### src/fesm_pkg.sv
/*
 * Shared constants for the frame event status and sync message block.
 * Assumes a 32-bit Avalon-MM slave with byte addresses; each register
 * takes one aligned word at four times its index.
 */
`default_nettype none
package fesm_pkg;
  // ***********************************************************
  // Register indexes and bus layout
  // ***********************************************************
  localparam int unsigned ADDR_W = 9;
  localparam int unsigned DATA_W = 32;
  localparam logic [6:0] IDX_LINK_STAT = 7'h18;
  localparam logic [6:0] IDX_LINK_MASK = 7'h19;
  localparam logic [6:0] IDX_FRAME_STAT = 7'h1A;
  localparam logic [6:0] IDX_FRAME_MASK = 7'h1B;
  localparam logic [6:0] IDX_TX_LINK_BYTE = 7'h51;
  localparam logic [6:0] IDX_CTRL = 7'h60;
  localparam logic [6:0] IDX_SSM_TX = 7'h61;
  localparam logic [6:0] IDX_SSM_RX = 7'h62;
  localparam logic [7:0] RST_BYTE = 8'h00;
  localparam logic [7:0] FRAME_MASK_USED = 8'h7F;
  localparam logic [7:0] LINK_MASK_USED = 8'hF8;
  // ***********************************************************
  // Field positions
  // ***********************************************************
  localparam int unsigned FB_RX_ALIGN = 0;
  localparam int unsigned FB_RX_CRC_MF = 1;
  localparam int unsigned FB_RX_MF = 2;
  localparam int unsigned FB_TX_ALIGN = 3;
  localparam int unsigned FB_TX_MF = 4;
  localparam int unsigned FB_SIG_ZEROS = 5;
  localparam int unsigned FB_SIG_ONES = 6;
  localparam int unsigned LB_LINK_FULL = 3;
  localparam int unsigned LB_LINK_ABORT = 4;
  localparam int unsigned LB_CODE_CLEAR = 5;
  localparam int unsigned LB_CLOCK_LOSS = 6;
  localparam int unsigned LB_ALARM_CI = 7;
  localparam int unsigned CB_E1 = 0;
  localparam int unsigned CB_ESF = 1;
  localparam int unsigned CB_CRC4 = 2;
  localparam int unsigned CB_SA_LO = 3;
  localparam int unsigned SB_VALID = 4;
  localparam int unsigned SB_RESERVED = 5;
  // ***********************************************************
  // Frame counts
  // ***********************************************************
  localparam logic [4:0] LAST_E1 = 5'h0F;
  localparam logic [4:0] LAST_D4 = 5'h0B;
  localparam logic [4:0] LAST_ESF = 5'h17;
  localparam logic [3:0] LAST_CRC = 4'hF;
  localparam logic [3:0] ONES_ABORT = 4'h8;
  localparam logic [4:0] CLEAR_BITS = 5'h1E;
  localparam logic [7:0] ONES_MAX_ZEROS = 8'h03;
  localparam logic [1:0] SSM_ALIKE = 2'h2;
  // ***********************************************************
  // Quality level codes
  // ***********************************************************
  typedef enum logic [3:0] {
    FESM_QL_UNKNOWN = 4'b0000,
    FESM_QL_PRC = 4'b0010,
    FESM_QL_SSU_A = 4'b0100,
    FESM_QL_SSU_B = 4'b1000,
    FESM_QL_SEC = 4'b1011,
    FESM_QL_DNU = 4'b1111
  } fesm_ql_e;
endpackage : fesm_pkg
`default_nettype wire

### src/fesm_top.sv
/*
 * Frame and multiframe event status, link event masks, transmit link
 * byte serialiser and E1 sync status message handling.
 * Assumes frame pulses and line data come from framer logic on the
 * same clock, one pulse per frame, data valid in the pulse cycle.
 */
// Overview of operation
// - Mask bits 3-7 gate link events
// - E1 receive align event each align frame
// - E1 CRC multiframe event, free-running without CRC4
// - E1 receive multiframe event every multiframe
// - T1 multiframe events on D4/ESF boundaries
// - E1 transmit align event each align frame
// - E1 transmit multiframe event every multiframe
// - Timeslot 16 all zeros over multiframe
// - Timeslot 16 under three zeros, 16 frames
// - Mask bits 0-6 gate frame events
// - Link byte sent LSB first, bytewise
// - D4 Fs pattern taken from link byte
// - Host reads and writes sync Sa data
// - Message rides one chosen Sa4-Sa8 bit
// - Message MSB first, two per multiframe
// - Valid after three alike sub-multiframes
// - Four-bit quality codes, rest reserved
// - Eight ones on link raise abort
// - Thirty bits without abort raise clear
`default_nettype none
module fesm_top (
  input wire logic ref_clk_i, // Core clock
  input wire logic reset_n_i, // Async reset, active low
  input wire logic [fesm_pkg::ADDR_W-1:0] avs_address_i, // Byte address
  input wire logic avs_read_i, // Read request
  input wire logic avs_write_i, // Write request
  input wire logic [fesm_pkg::DATA_W-1:0] avs_writedata_i, // Write data
  input wire logic [3:0] avs_byteenable_i, // Byte lanes
  output logic [fesm_pkg::DATA_W-1:0] avs_readdata_o, // Read data
  output logic avs_waitrequest_o, // Stall
  input wire logic rx_frame_i, // Receive frame start
  input wire logic rx_mf_i, // Receive multiframe sync
  input wire logic rx_crc_mf_i, // Receive CRC4 multiframe sync
  input wire logic [7:0] rx_ts16_i, // Timeslot 16 byte
  input wire logic [4:0] rx_sa_i, // Received Sa4..Sa8
  input wire logic rx_fdl_vld_i, // Receive link bit strobe
  input wire logic rx_fdl_bit_i, // Receive link bit
  input wire logic rx_link_full_i, // Receive link buffer full
  input wire logic tx_clock_loss_i, // Transmit clock lost
  input wire logic rx_alarm_ci_i, // AIS-CI seen
  input wire logic tx_frame_i, // Transmit frame start
  input wire logic tx_fdl_req_i, // Next link bit wanted
  output logic tx_fdl_bit_o, // Transmit link bit
  output logic tx_ssm_bit_o, // Transmit message bit
  output logic [2:0] tx_ssm_sel_o, // Sa position, 0 is Sa4
  output logic irq_o // Interrupt request
);
  import fesm_pkg::*;

  // ***********************************************************
  // Decoding helpers
  // ***********************************************************
  function automatic logic [4:0] mf_last(input logic e1,
                                         input logic esf);
    if (e1) begin
      return LAST_E1;
    end else if (esf) begin
      return LAST_ESF;
    end
    return LAST_D4;
  endfunction : mf_last

  function automatic logic [3:0] zero_count(input logic [7:0] b);
    logic [3:0] n;
    n = 4'h0;
    for (int i = 0; i < 8; i++) begin
      n = n + {3'b000, ~b[i]};
    end
    return n;
  endfunction : zero_count

  function automatic logic sa_pick(input logic [4:0] sa,
                                   input logic [2:0] sel);
    if (sel > 3'd4) begin
      return sa[0];
    end
    return sa[sel];
  endfunction : sa_pick

  function automatic logic code_reserved(input logic [3:0] c);
    case (c)
      FESM_QL_UNKNOWN, FESM_QL_PRC, FESM_QL_SSU_A,
      FESM_QL_SSU_B, FESM_QL_SEC, FESM_QL_DNU: begin
        return 1'b0;
      end
      default: begin
        return 1'b1;
      end
    endcase
  endfunction : code_reserved

  // ***********************************************************
  // Register bus
  // ***********************************************************
  logic ack_r;
  logic req;
  logic wr_acc;
  logic rd_acc;
  logic [6:0] idx;
  logic [7:0] frame_stat_r;
  logic [7:0] frame_mask_r;
  logic [7:0] link_stat_r;
  logic [7:0] link_mask_r;
  logic [7:0] tx_byte_r;
  logic [7:0] ctrl_r;
  logic [3:0] ssm_tx_r;
  logic [3:0] ssm_rx_r;
  logic ssm_valid_r;
  logic [7:0] rd_byte;
  logic [7:0] wbyte;
  logic [7:0] frame_set;
  logic [7:0] link_set;
  logic e1;
  logic [2:0] sa_sel;

  assign req = avs_read_i | avs_write_i;
  assign idx = avs_address_i[8:2];
  assign wbyte = avs_writedata_i[7:0];
  // One stall cycle gives a registered read answer
  assign avs_waitrequest_o = req & ~ack_r;
  assign wr_acc = avs_write_i & ack_r & avs_byteenable_i[0];
  assign rd_acc = avs_read_i & ack_r;
  assign e1 = ctrl_r[CB_E1];
  assign sa_sel = ctrl_r[CB_SA_LO +: 3];

  always_ff @(posedge ref_clk_i or negedge reset_n_i) begin
    if (!reset_n_i) begin
      ack_r <= 1'b0;
    end else begin
      ack_r <= req & ~ack_r;
    end
  end

  always_comb begin
    rd_byte = 8'h00;
    case (idx)
      IDX_LINK_STAT: rd_byte = link_stat_r;
      IDX_LINK_MASK: rd_byte = link_mask_r;
      IDX_FRAME_STAT: rd_byte = frame_stat_r;
      IDX_FRAME_MASK: rd_byte = frame_mask_r;
      IDX_TX_LINK_BYTE: rd_byte = tx_byte_r;
      IDX_CTRL: rd_byte = ctrl_r;
      IDX_SSM_TX: rd_byte = {4'h0, ssm_tx_r};
      IDX_SSM_RX: begin
        rd_byte = {2'b00, code_reserved(ssm_rx_r), ssm_valid_r,
                   ssm_rx_r};
      end
      default: rd_byte = 8'h00;
    endcase
  end

  always_ff @(posedge ref_clk_i or negedge reset_n_i) begin
    if (!reset_n_i) begin
      avs_readdata_o <= 32'h0000_0000;
    end else if (avs_read_i & ~ack_r) begin
      avs_readdata_o <= {24'h00_0000, rd_byte};
    end
  end

  always_ff @(posedge ref_clk_i or negedge reset_n_i) begin
    if (!reset_n_i) begin
      frame_mask_r <= RST_BYTE;
      link_mask_r <= RST_BYTE;
      tx_byte_r <= RST_BYTE;
      ctrl_r <= RST_BYTE;
      ssm_tx_r <= 4'h0;
    end else if (wr_acc) begin
      case (idx)
        // Bit 7 is not stored, so a stray one cannot unmask anything
        IDX_FRAME_MASK: frame_mask_r <= wbyte & FRAME_MASK_USED;
        IDX_LINK_MASK: link_mask_r <= wbyte & LINK_MASK_USED;
        IDX_TX_LINK_BYTE: tx_byte_r <= wbyte;
        IDX_CTRL: ctrl_r <= {2'b00, wbyte[5:0]};
        IDX_SSM_TX: ssm_tx_r <= wbyte[3:0];
        default: ;
      endcase
    end
  end

  // Clear on read; an event in the clearing cycle still lands
  always_ff @(posedge ref_clk_i or negedge reset_n_i) begin
    if (!reset_n_i) begin
      frame_stat_r <= RST_BYTE;
    end else if (rd_acc && idx == IDX_FRAME_STAT) begin
      frame_stat_r <= frame_set;
    end else begin
      frame_stat_r <= frame_stat_r | frame_set;
    end
  end

  always_ff @(posedge ref_clk_i or negedge reset_n_i) begin
    if (!reset_n_i) begin
      link_stat_r <= RST_BYTE;
    end else if (rd_acc && idx == IDX_LINK_STAT) begin
      link_stat_r <= link_set;
    end else begin
      link_stat_r <= link_stat_r | link_set;
    end
  end

  always_ff @(posedge ref_clk_i or negedge reset_n_i) begin
    if (!reset_n_i) begin
      irq_o <= 1'b0;
    end else begin
      irq_o <= |(frame_stat_r & frame_mask_r)
             | |(link_stat_r & link_mask_r);
    end
  end

  // ***********************************************************
  // Receive frame counting
  // ***********************************************************
  logic [4:0] rx_cnt_r;
  logic [4:0] rx_cnt_nxt;
  logic [3:0] crc_cnt_r;
  logic [3:0] crc_cnt_nxt;
  logic rx_mf_hit;
  logic crc_mf_hit;
  logic crc_sync;

  assign rx_mf_hit = rx_frame_i &
                     (rx_mf_i | rx_cnt_r == mf_last(e1, ctrl_r[CB_ESF]));
  assign rx_cnt_nxt = rx_mf_hit ? 5'h00 : rx_cnt_r + 5'h01;
  // Without CRC4 the sync pulse is ignored and the count free-runs
  assign crc_sync = ctrl_r[CB_CRC4] & rx_crc_mf_i;
  assign crc_mf_hit = rx_frame_i &
                      (crc_sync | crc_cnt_r == LAST_CRC);
  assign crc_cnt_nxt = crc_mf_hit ? 4'h0 : crc_cnt_r + 4'h1;

  always_ff @(posedge ref_clk_i or negedge reset_n_i) begin
    if (!reset_n_i) begin
      rx_cnt_r <= 5'h00;
      crc_cnt_r <= 4'h0;
    end else if (rx_frame_i) begin
      rx_cnt_r <= rx_cnt_nxt;
      crc_cnt_r <= crc_cnt_nxt;
    end
  end

  // ***********************************************************
  // Transmit frame counting
  // ***********************************************************
  logic [4:0] tx_cnt_r;
  logic [4:0] tx_cnt_nxt;
  logic tx_mf_hit;

  assign tx_mf_hit = tx_frame_i &
                     (tx_cnt_r == mf_last(e1, ctrl_r[CB_ESF]));
  assign tx_cnt_nxt = tx_mf_hit ? 5'h00 : tx_cnt_r + 5'h01;

  always_ff @(posedge ref_clk_i or negedge reset_n_i) begin
    if (!reset_n_i) begin
      tx_cnt_r <= 5'h00;
    end else if (tx_frame_i) begin
      tx_cnt_r <= tx_cnt_nxt;
    end
  end

  // ***********************************************************
  // Timeslot 16 signalling checks
  // ***********************************************************
  logic [7:0] ts16_or_r;
  logic mf_seen_r;
  logic [3:0] zc_r [16];
  logic [3:0] zptr_r;
  logic [7:0] zsum_r;
  logic [7:0] zsum_nxt;
  logic [4:0] zfill_r;
  logic [3:0] zc;
  logic sig_zeros_hit;
  logic sig_ones_hit;

  assign zc = zero_count(rx_ts16_i);
  assign zsum_nxt = zsum_r - {4'h0, zc_r[zptr_r]} + {4'h0, zc};
  assign sig_zeros_hit = e1 & rx_mf_hit & mf_seen_r &
                         ~|ts16_or_r;
  assign sig_ones_hit = e1 & rx_frame_i & zfill_r >= 5'd15 &
                        zsum_nxt < ONES_MAX_ZEROS;

  always_ff @(posedge ref_clk_i or negedge reset_n_i) begin
    if (!reset_n_i) begin
      ts16_or_r <= 8'h00;
      mf_seen_r <= 1'b0;
    end else if (e1 && rx_frame_i) begin
      if (rx_mf_hit) begin
        ts16_or_r <= rx_ts16_i;
        mf_seen_r <= 1'b1;
      end else begin
        ts16_or_r <= ts16_or_r | rx_ts16_i;
      end
    end
  end

  // Sliding sum keeps the check live in every frame, CCS included
  always_ff @(posedge ref_clk_i or negedge reset_n_i) begin
    if (!reset_n_i) begin
      for (int i = 0; i < 16; i++) begin
        zc_r[i] <= 4'h0;
      end
      zptr_r <= 4'h0;
      zsum_r <= 8'h00;
      zfill_r <= 5'h00;
    end else if (e1 && rx_frame_i) begin
      zc_r[zptr_r] <= zc;
      zptr_r <= zptr_r + 4'h1;
      zsum_r <= zsum_nxt;
      if (zfill_r != 5'd16) begin
        zfill_r <= zfill_r + 5'h01;
      end
    end
  end

  // ***********************************************************
  // Receive link events
  // ***********************************************************
  logic [3:0] ones_r;
  logic [4:0] since_r;
  logic abort_hit;
  logic clear_hit;

  assign abort_hit = rx_fdl_vld_i & rx_fdl_bit_i &
                     ones_r == ONES_ABORT - 4'h1;
  assign clear_hit = rx_fdl_vld_i & ~abort_hit &
                     since_r == CLEAR_BITS - 5'h01;

  always_ff @(posedge ref_clk_i or negedge reset_n_i) begin
    if (!reset_n_i) begin
      ones_r <= 4'h0;
    end else if (rx_fdl_vld_i) begin
      if (!rx_fdl_bit_i) begin
        ones_r <= 4'h0;
      end else if (ones_r != ONES_ABORT) begin
        ones_r <= ones_r + 4'h1;
      end
    end
  end

  always_ff @(posedge ref_clk_i or negedge reset_n_i) begin
    if (!reset_n_i) begin
      since_r <= 5'h00;
    end else if (abort_hit) begin
      since_r <= 5'h00;
    end else if (rx_fdl_vld_i && since_r != CLEAR_BITS) begin
      since_r <= since_r + 5'h01;
    end
  end

  // ***********************************************************
  // Event sources
  // ***********************************************************
  always_comb begin
    frame_set = 8'h00;
    frame_set[FB_RX_ALIGN] = e1 & rx_frame_i &
                             ~crc_cnt_nxt[0];
    frame_set[FB_RX_CRC_MF] = e1 & crc_mf_hit;
    frame_set[FB_RX_MF] = rx_mf_hit;
    frame_set[FB_TX_ALIGN] = e1 & tx_frame_i &
                             ~tx_cnt_nxt[0];
    frame_set[FB_TX_MF] = tx_mf_hit;
    frame_set[FB_SIG_ZEROS] = sig_zeros_hit;
    frame_set[FB_SIG_ONES] = sig_ones_hit;
  end

  always_comb begin
    link_set = 8'h00;
    link_set[LB_LINK_FULL] = rx_link_full_i;
    link_set[LB_LINK_ABORT] = abort_hit;
    link_set[LB_CODE_CLEAR] = clear_hit;
    link_set[LB_CLOCK_LOSS] = tx_clock_loss_i;
    link_set[LB_ALARM_CI] = rx_alarm_ci_i;
  end

  // ***********************************************************
  // Transmit link byte serialiser
  // ***********************************************************
  logic [2:0] tx_bit_idx_r;
  logic [7:0] tx_sh_r;

  // Byte is sampled at bit 0 so a mid-byte write cannot tear it;
  // in D4 the same stream supplies the Fs pattern bits
  always_ff @(posedge ref_clk_i or negedge reset_n_i) begin
    if (!reset_n_i) begin
      tx_bit_idx_r <= 3'h0;
      tx_sh_r <= RST_BYTE;
      tx_fdl_bit_o <= 1'b0;
    end else if (tx_fdl_req_i) begin
      tx_bit_idx_r <= tx_bit_idx_r + 3'h1;
      if (tx_bit_idx_r == 3'h0) begin
        tx_sh_r <= tx_byte_r;
        tx_fdl_bit_o <= tx_byte_r[0];
      end else begin
        tx_fdl_bit_o <= tx_sh_r[tx_bit_idx_r];
      end
    end
  end

  // ***********************************************************
  // Sync status message
  // ***********************************************************
  logic [2:0] rx_sh_r;
  logic [3:0] ssm_last_r;
  logic [1:0] ssm_alike_r;
  logic [3:0] ssm_word;
  logic sa_bit;
  logic sa_frame;

  assign sa_bit = sa_pick(rx_sa_i, sa_sel);
  assign ssm_word = {rx_sh_r, sa_bit};
  // Sa bits only ride non-align (odd) frames
  assign sa_frame = e1 & rx_frame_i & crc_cnt_nxt[0];
  assign tx_ssm_sel_o = sa_sel;

  always_ff @(posedge ref_clk_i or negedge reset_n_i) begin
    if (!reset_n_i) begin
      rx_sh_r <= 3'h0;
      ssm_last_r <= 4'h0;
      ssm_alike_r <= 2'h0;
      ssm_rx_r <= 4'h0;
      ssm_valid_r <= 1'b0;
    end else if (sa_frame) begin
      rx_sh_r <= ssm_word[2:0];
      if (crc_cnt_nxt[2:0] == 3'h7) begin
        ssm_last_r <= ssm_word;
        if (ssm_word != ssm_last_r) begin
          ssm_alike_r <= 2'h0;
        end else if (ssm_alike_r != SSM_ALIKE) begin
          ssm_alike_r <= ssm_alike_r + 2'h1;
        end
        if (ssm_word == ssm_last_r &&
            ssm_alike_r >= SSM_ALIKE - 2'h1) begin
          ssm_rx_r <= ssm_word;
          ssm_valid_r <= 1'b1;
        end
      end
    end
  end

  always_ff @(posedge ref_clk_i or negedge reset_n_i) begin
    if (!reset_n_i) begin
      tx_ssm_bit_o <= 1'b0;
    end else if (e1 && tx_frame_i && tx_cnt_nxt[0]) begin
      tx_ssm_bit_o <= ssm_tx_r[2'd3 - tx_cnt_nxt[2:1]];
    end
  end
endmodule : fesm_top
`default_nettype wire

### config.mk
export PLATFORM = sky130hd
export DESIGN_NAME = fesm_top
export DESIGN_NICKNAME = d
export VERILOG_FILES = /design/src/fesm_pkg.sv /design/src/fesm_top.sv
export SDC_FILE = /design/constraint.sdc
export NUM_CORES = 1
export LEC_CHECK = 0
export BUFFER_PORTS_ARGS = -buffer_cell sky130_fd_sc_hd__buf_2
export CAP_MARGIN = 20
export CORE_MARGIN = 2
export CORE_UTILIZATION = 40
export DETAILED_ROUTE_END_ITERATION = 8
export SLEW_MARGIN = 10
export SYNTH_ARGS = -nofsm -noshare
export SYNTH_HDL_FRONTEND = slang
export SYNTH_SLANG_ARGS = --single-unit
export TNS_END_PERCENT = 20
### constraint.sdc
create_clock -name ref_clk_i -period 9 [get_ports ref_clk_i]
set_clock_uncertainty 0.1 [all_clocks]
set_input_delay 1.8 -clock ref_clk_i [delete_from_list [all_inputs] [get_ports ref_clk_i]]
set_output_delay 1.8 -clock ref_clk_i [all_outputs]
set_load 0.05 [all_outputs]
; ---- Word level (Yosys, flattened, before mapping)
; Index checks and enable logic that the tools add are counted.
[classes]
order_cmp = 9
mux = 35
bitwise = 46
n_addsub = 19
n_reduce_logical = 29
n_eq_ne = 26
[ops]
columns = operator, count
row1 = $bwmux 64, 1
row2 = $pmux 8 s8, 1
row3 = $mux 5, 7
row4 = $eq 7x5->1 const B, 4
row5 = $eq 7x7->1 const B, 4
row6 = $and 1x1->1, 24
row7 = $mux 4, 6
row8 = $mux 8, 3
row9 = $reduce_or 8->1, 3
row10 = $add 5x1->5 const B, 4
row11 = $reduce_and 2->1, 10
row12 = $add 4x1->4, 4
row13 = $bmux 4 s4, 1
row14 = $demux 4 s4, 1
row15 = $eq 4x4->1 const B, 4
row16 = $or 8x8->8, 2
row17 = $add 4x1->4 const B, 3
row18 = $not 1->1, 12
row19 = $eq 5x5->1, 2
row20 = $mux 1, 10
row21 = $ne 5x5->1 const B, 2
row22 = $add 8x4->8, 1
row23 = $and 8x7->8, 1
row24 = $and 8x8->8, 1
row25 = 37 further kinds, 53
[word_totals]
out_inout_bits = 39
ff_bits = 196
in_bits = 72

; ---- Depth between registers and ports, before layout
; Gate-level depths: netlist of run 1.
[depth]
depth_word = 13
ltp_mapped = 16
mapped_depth_nobuf = 16

; ---- Worst setup path before layout of run 1
; OpenSTA, ideal clock, no wires.
[synth_path]
path_type = in2reg
start = input rx_ts16_i[0]
end = register frame_stat_r[6]
setup_time_ns = 0.110
path_stages = 16
arrival_time_ns = 6.370
setup_slack_ns = 2.420
n_path_buf = 1
required_ns = 8.790
path_cell_list = inv_1 -> fa_1 -> fa_1 -> fa_1 -> ha_1 -> fa_1 -> xnor2_1 -> clkbuf_1 -> fa_1 -> inv_1 -> ha_1 -> a211oi_1 -> nor2_1 -> xor2_1 -> or3_1 -> o41ai_1
[synth_between]
elab_chain_len = 13
[synth_rtl]
columns = element, line_no
row1 = start: declaration, fesm_top.sv:41  ; input wire logic [7:0] rx_ts16_i,
row2 = $not 1->1 *, fesm_top.sv:74  ; n = n + {3'b000, ~b[i]};
row3 = $add 1x1->2 *, fesm_top.sv:74
row4 = $add 2x1->3 *, fesm_top.sv:74
row5 = $add 3x1->4 *, fesm_top.sv:74
row6 = $add 4x1->4 * (4 in a row), fesm_top.sv:74
row7 = $add 8x4->8 *, fesm_top.sv:281  ; assign zsum_nxt = zsum_r - {4'h0, zc_r[zptr_r]} + {4'h0, zc};
row8 = $lt 8x2->1 *, fesm_top.sv:285  ; zsum_nxt < ONES_MAX_ZEROS;
row9 = $and 1x1->1 *, fesm_top.sv:284  ; assign sig_ones_hit = e1 & rx_frame_i & zfill_r >= 5'd15 &
row10 = $or 8x7->8, fesm_top.sv:194  ; frame_stat_r <= frame_stat_r | frame_set;
row11 = $mux 8 *, fesm_top.sv:191  ; end else if (rd_acc && idx == IDX_FRAME_STAT) begin
row12 = end signal: assignment, fesm_top.sv:192  ; frame_stat_r <= frame_set;
row13 = end signal: assignment, fesm_top.sv:194
row14 = end: declaration, fesm_top.sv:107  ; logic [7:0] frame_stat_r;
; Mark *: on every way between the ends. The rest lies on a longest branch, timed or not.
; A chain may end at the register's enable or synchronous reset.

; ---- Worst setup path in the final report of run 1
[layout_path]
start = input rx_ts16_i[0]
end = register frame_stat_r[6]
[layout_between]
elab_chain_len = 13
[layout_rtl]
columns = element, line_no
row1 = $not 1->1 *, fesm_top.sv:74
row2 = $add 1x1->2 *, fesm_top.sv:74
row3 = $add 2x1->3 *, fesm_top.sv:74
row4 = $add 3x1->4 *, fesm_top.sv:74
row5 = $add 4x1->4 * (4 in a row), fesm_top.sv:74
row6 = named net zc[1], fesm_top.sv:276  ; logic [3:0] zc;
row7 = $add 8x4->8 *, fesm_top.sv:281
row8 = $lt 8x2->1 *, fesm_top.sv:285
row9 = $and 1x1->1 *, fesm_top.sv:284
row10 = $or 8x7->8, fesm_top.sv:194
row11 = $mux 8 *, fesm_top.sv:191
; Mark *: on every way through the listed nets, which the timed path passes. The rest lies on a longest branch.

==> results.yml, run 1 <==
sta:
  slew_headroom_pct: 37.7
  tightest_slew_ns: 0.929
  hold-worst-slack_ns: 0.381
  setup_viol: 0
  post-route-period-util_pct: 71.8
  tns_ns: 0
  rsz0062_at_grt: "false"
  fmax_ghz: 0.155
  drv_slew: 0
  finalCriticalPeriod_ns: 6.46
  hold_viol: 0
clock_network:
  cts.htree.levels: 4
  cts_setup_buffers: 0
  cts.clk_slew.worst_paths_ns: 0.07
  cts.hold.buffers_added: 0
  cts_resized: 0
  cts_sinks: 192
  clock_latency_ns: 0.43
  clk_path_buf_depth: 2
  tritoncts: "built"
  cts-root-buf: "clkbuf_16"
  cts_buffers: 17
floorplanning:
  die_area_um2: 26000
  fp.dieW_um: 161
  pin_count: 111
  start_util_pct: 40.7
  coreArea_um2: 24300
  die_h_um: 161
  rows: 57
route:
  vias_per_cell: 5.27
  wl_um: 20400
  antenna_left: 0
  routedWlPerCell_um: 16.5
  vias: 6527
  drc: 0
  drt_iter0_drc: 328
  drt_first_pass_iters: 4
global_route:
  grt_remaining_overflow: 0
  antenna_found_initial: 0
  grt_max_degree: 72
  grt_pass1_vias: 6391
  grt.total_usage_pct: 16.5
  grt_pass1_wl_um: 34200
synth:
  synth_edf_count: 0
  synth_top_flop_cell: "dfrtp_1"
  async_flop_share_pct: 100
  synth_top_area_share_pct: 48.6
  yosysSeqAreaShare_pct: 48.6
  syn_inst: 857
  syn_area_um2: 9890
  yosys_warnings: 0
  synth_seq_cells: 192
  yosys-top-cells-area: "dfrtp_1, mux2_2, mux4_2"
  synth.distinct_cells: 70
  syn_area_per_cell_um2: 11.5
  synth.largest_area_cell: "dfrtp_1"
finish:
  area_growth_pct: 11.1
  fin_nets: 1011
  regArea_um2: 4800
  final_common_cell: "dfrtp_1"
  multi_input_area_um2: 4660
  drive_gt1_share_pct: 24.1
  diodes: 0
  layout_common_cells: "dfrtp_1, mux2_2, nand2_1"
  fillers: 2252
power_and_ir_drop:
  power.density_nw_per_um2: 326
  leakagePower_nw: 5.02
  peakVddDrop_mv: 0.179
  p_clk_share_pct: 22.2
  pwr-share-comb_pct: 40.0
  internal-power_w: 0.00225
  p_sw_w: 0.00133
  share_seq_of_total_power_pct: 37.8
  power_w: 0.00358
  power_switching_share_pct: 37.1
placement:
  port_buffers: 57
  gp_congestion: 0.823
  dp_hpwl_um: 14600
worst_setup_path:
  cp-start-kind: "primary input"
  critical_path_class: "in2reg"
  endpoint_kind: "register"
  worstPathMaxFanout: 17
  critPathLaunch: "rx_ts16_i[0]"
  worstPathRequired_ns: 9.22
  critPathArrivalTime_ns: 6.68
  reg2reg_from: "zptr_r[0]"
status:
  status: "finished clean"
job:
  drv_cap: 0
worst_hold_path:
  hold_path_class: "reg2reg"
  hp-start: "zc_r[62]"
cells in the mapped netlist (10+ instances only):
master    instances
dfrtp_1         192
a22o_1           17
nor2_1           57
o21ai_0          45
mux4_2           24
a21o_1           10
mux2_2           89
buf_2            12
inv_1            46
xor2_1           11
buf_4            28
nand4_1          13
xnor2_1          17
clkbuf_1         19
nand2_1          65
nand3_1          21
nor2b_1          10
a21oi_1          31
ha_1             30
sequential cells by signal, indices dropped and copies added, names as in the netlist, 5 cells and up:
signal and count:
link_stat_r 5, frame_mask_r 7, zfill_r 5, zsum_r 8, rx_cnt_r 5, tx_cnt_r 5
ctrl_r 6, avs_readdata_o 8, since_r 5, ts16_or_r 8, tx_sh_r 8, frame_stat_r 7
link_mask_r 5, zc_r 64, tx_byte_r 8
cells by family after synthesis:
group                      share of synthesized area, %
AOI/OAI and AO/OA                                  10.6
xor gates and xnor gates                           2.71
adders and majority gates                          5.41
buffers and inverters                              5.24
DFF                                                48.6
muxes                                              16.9
other                                            0.0379
and+or+nand+nor                                    10.6
final cells by class:
type                            count  share of cell area (%)
Timing Repair Buffer               62                    3.02
Sequential cell                   192                    43.7
Tap cell                          324                    3.69
Multi-Input combinational cell    582                    42.4
Clock buffer                       17                    3.87
Inverter                           46                    1.57
Clock inverter                     15                    1.73
layer usage:
metal | vias to the layer above | wire [um] | track usage, %
met3 | 12 | 727 | 3.13
met4 | 0 | 178 | 3.65
met5 | - | 0 | 0
met2 | 130 | 9570 | 26.1
met1 | 3272 | 9910 | 23.7
li1 | 3113 | - | -
worst max-delay path, stage by stage:
cell,delay (ns)
buf_2,0.09
inv_1,0.05
fa_1,0.56
fa_1,0.45
fa_1,0.47
ha_1,0.22
fa_1,0.89
fa_1,0.57
fa_1,0.48
xor2_1,0.18
nor2_1,0.13
o311ai_0,0.17
or3_1,0.38
o41ai_1,0.23
stage by stage:
| stage | setup WS [ns] | util [%] | area (um^2) | std cells |
|---|---|---|---|---|
| after floorplan | 2.42 | - | 9980 | 880 |
| after global placement | 2.12 | 42.6 | 10400 | 1206 |
| final | 2.54 | 45.2 | 11000 | 1238 |
| after detailed placement | 2.08 | 42.6 | 10400 | 1206 |
| after global routing | 2.27 | 45.2 | 11000 | 1238 |
| after CTS | 2.53 | 45.2 | 11000 | 1238 |
power groups by stage:
stage | Combinational [W] | Sequential (W) | Clock, W
6_report | 0.00143 | 0.00135 | 0.000796
5_1_grt | 0.00163 | 0.00139 | 0.000852
4_1_cts | 0.00146 | 0.00135 | 0.000817
3_5_place_dp | 0.00145 | 0.00136 | 0
3_3_place_gp | 0.00142 | 0.00136 | 0
2_1_floorplan | 0.00121 | 0.00128 | 0
final timing paths:
check	depth (start not counted)	end	slack, ns
max	14	frame_stat_r[6]	2.54
min	2	zc_r[62]	0.38
max reg2reg	11	frame_stat_r[6]	4.77
min reg2reg	2	zc_r[62]	0.38
max in group asynchronous	2	zc_r[16]	6.24
min in group asynchronous	1	tx_bit_idx_r[1]	1.22
Note: power is estimated with default switching activity, not from simulation.
==> run 2: changes to the inputs <==
==> constraint.sdc (replaced) <==
create_clock -name ref_clk_i -period 5.2 [get_ports ref_clk_i]
set_clock_uncertainty 0.1 [all_clocks]
set_input_delay 1.04 -clock ref_clk_i [delete_from_list [all_inputs] [get_ports ref_clk_i]]
set_output_delay 1.04 -clock ref_clk_i [all_outputs]
set_load 0.05 [all_outputs]
==> run 2 against run 1 <==
Compared with the run above: hold slack better by 0.0012 ns; clock power increased by 80%; sequential share of layout area decreased by 0.96 points; count of clock-buffer cells in the layout did not move; critical path depth unchanged; non-clock buffer count rose by 14; via count up 1.5%.
==> results.yml, run 2 (same netlist as run 1, synthesis figures left out) <==
route:
  drc: 0
  routedWlPerCell_um: 16.6
  antenna_left: 0
  drt_first_pass_iters: 4
  drt_iter0_drc: 398
  wl_um: 20700
  vias_per_cell: 5.29
  vias: 6626
sta:
  setup_viol: 0
  post-route-period-util_pct: 98.4
  slew_headroom_pct: 36.1
  drv_slew: 0
  fmax_ghz: 0.195
  hold_viol: 0
  tightest_slew_ns: 0.952
  finalCriticalPeriod_ns: 5.12
  rsz0062_at_grt: "true"
  fin_ws_ns: 0.0813
global_route:
  antenna_found_initial: 0
  grt_pass1_vias: 6480
  grt_remaining_overflow: 0
  grt_max_degree: 100
  grt_pass1_wl_um: 34300
  grt.total_usage_pct: 16.4
finish:
  layout_common_cells: "dfrtp_1, mux2_2, nand2_1"
  drive_gt1_share_pct: 26.6
  post-route-util_pct: 46.2
  diodes: 0
  final_common_cell: "dfrtp_1"
  regMostFlops: "zc_r"
  area_growth_pct: 13.6
  largest_reg_flops: 64
  fin_nets: 1025
worst_setup_path:
  critPathLaunch: "rx_ts16_i[3]"
  r2r_cells: 10
  cp_top_family: "adder cells"
  critical_path_class: "in2reg"
  slowest_stage: "fa_2"
  critical_path_depth: 14
  path_buf_inv: 2
  path_cells: "buf_8 -> inv_4 -> fa_1 -> fa_1 -> fa_1 -> ha_2 -> fa_2 -> fa_2 -> fa_2 -> a211oi_2 -> nor2_1 -> xor2_1 -> or3_1 -> o41ai_2"
  cp-start-kind: "primary input"
  reg2reg_from: "zptr_r[1]"
  endpoint_kind: "register"
  critPathArrivalTime_ns: 5.35
  worstPathMaxFanout: 2
  worstPathRequired_ns: 5.44
  cpPeakStageDelay_ns: 0.57
clock_network:
  cts_buffers: 17
  tritoncts: "built"
  cts_sinks: 192
  clock_latency_ns: 0.44
  cts.clk_slew.worst_paths_ns: 0.08
  cts.hold.buffers_added: 0
  clk_path_buf_depth: 2
  cts-root-buf: "clkbuf_16"
  cts.htree.levels: 4
worst_hold_path:
  hold_path_class: "reg2reg"
  hp-start: "avs_readdata_o[5]"
  hold_depth: 2
floorplanning:
  die_area_um2: 26000
  pin_count: 111
  fp.dieW_um: 161
  coreArea_um2: 24300
  die_h_um: 161
  start_util_pct: 40.7
  rows: 57
placement:
  dp_hpwl_um: 14800
  port_buffers: 57
  gp_congestion: 0.781
  pre_cts_slack_ns: -0.470
power_and_ir_drop:
  p_clk_share_pct: 20.8
  peakVddDrop_mv: 0.399
  power.density_nw_per_um2: 610
  internal-power_w: 0.00426
  share_seq_of_total_power_pct: 34.0
  p_sw_w: 0.00259
  pwr-share-comb_pct: 45.2
  power_switching_share_pct: 37.9
  leakagePower_nw: 5.12
status:
  status: "finished clean"
job:
  drv_cap: 0
==> run 2: changes by cell type in the layout (fill, tap and decap cells not counted), moves of 3 or more <==
cell	before	now
buf_4	5	18
fa_1	8	5
fa_2	0	3
ha_1	30	27
inv_1	46	43
inv_12	0	8
inv_6	4	1
==> run 2: worst register-to-register path, cell delays in order, from the launching register on <==
cell	delay, ns
dfrtp_1	0.92
mux4_2	0.45
mux4_2	0.49
inv_1	0.10
fa_2	0.48
fa_2	0.38
a211oi_2	0.23
nor2_1	0.08
xor2_1	0.16
or3_1	0.38
o41ai_2	0.28
==> run 2: area by class of cell <==
| class | instances | area, um^2 |
|---|---|---|
| Fill cell | 2271 | 13100 |
| Sequential cell | 192 | 4800 |
| Multi-Input combinational cell | 582 | 4740 |
| Timing Repair Buffer | 76 | 465 |
| Clock buffer | 17 | 425 |
| Tap cell | 324 | 405 |
| Clock inverter | 15 | 223 |
| Inverter | 46 | 175 |
==> run 2: final timing paths <==
check | endpoint | slack [ns]
min in group asynchronous | tx_bit_idx_r[2] | 0.53
worst min register to register | avs_readdata_o[5] | 0.38
max in group asynchronous | zc_r[47] | 3.46
worst max register to register | frame_stat_r[6] | 1.04
worst min-delay path | avs_readdata_o[5] | 0.38
worst max-delay path | frame_stat_r[6] | 0.08
==> run 2: repair_timing <==
| item | CTS | global route |
|---|---|---|
| buffers inserted | 0 | 4 |
| gates resized for setup | 1 | 11 |
| setup endpoints to repair | 1 | 1 |
| pin swaps | 0 | 13 |
==> run 2: power groups by stage <==
| stage | Clock (W) | Sequential [W] | Combinational, W |
|---|---|---|---|
| after CTS | 0.00146 | 0.00234 | 0.00288 |
| after global placement | 0 | 0.00235 | 0.00281 |
| after detailed placement | 0 | 0.00236 | 0.00287 |
| after floorplan | 0 | 0.00222 | 0.00222 |
| after global routing | 0.00152 | 0.00240 | 0.00345 |
| final | 0.00143 | 0.00233 | 0.00309 |
==> run 2: stage by stage <==
stage          power (W)  setup TNS, ns  hold slack (ns)  instance area (um^2)  cells
6_report         0.00685              0            0.382                 11200   1252
5_1_grt          0.00737        -0.0337            0.412                 11200   1252
4_1_cts          0.00668              0            0.384                 11200   1248
3_5_place_dp     0.00523          -1.32            0.359                 10500   1216
3_3_place_gp     0.00516         -0.903            0.353                 10500   1216
2_1_floorplan    0.00444         -0.231            0.335                 10000    880
==> run 2: metal layers <==
| metal | vias to the layer above | routed length [um] | part of all wire, % | GRT usage, % |
|---|---|---|---|---|
| li1 | 3148 | - | - | - |
| met1 | 3314 | 9990 | 48 | 23.8 |
| met2 | 148 | 9630 | 46 | 25.6 |
| met3 | 16 | 872 | 4.2 | 3.29 |
| met4 | 0 | 238 | 1.1 | 4.14 |
| met5 | - | 0 | 0 | 0 |
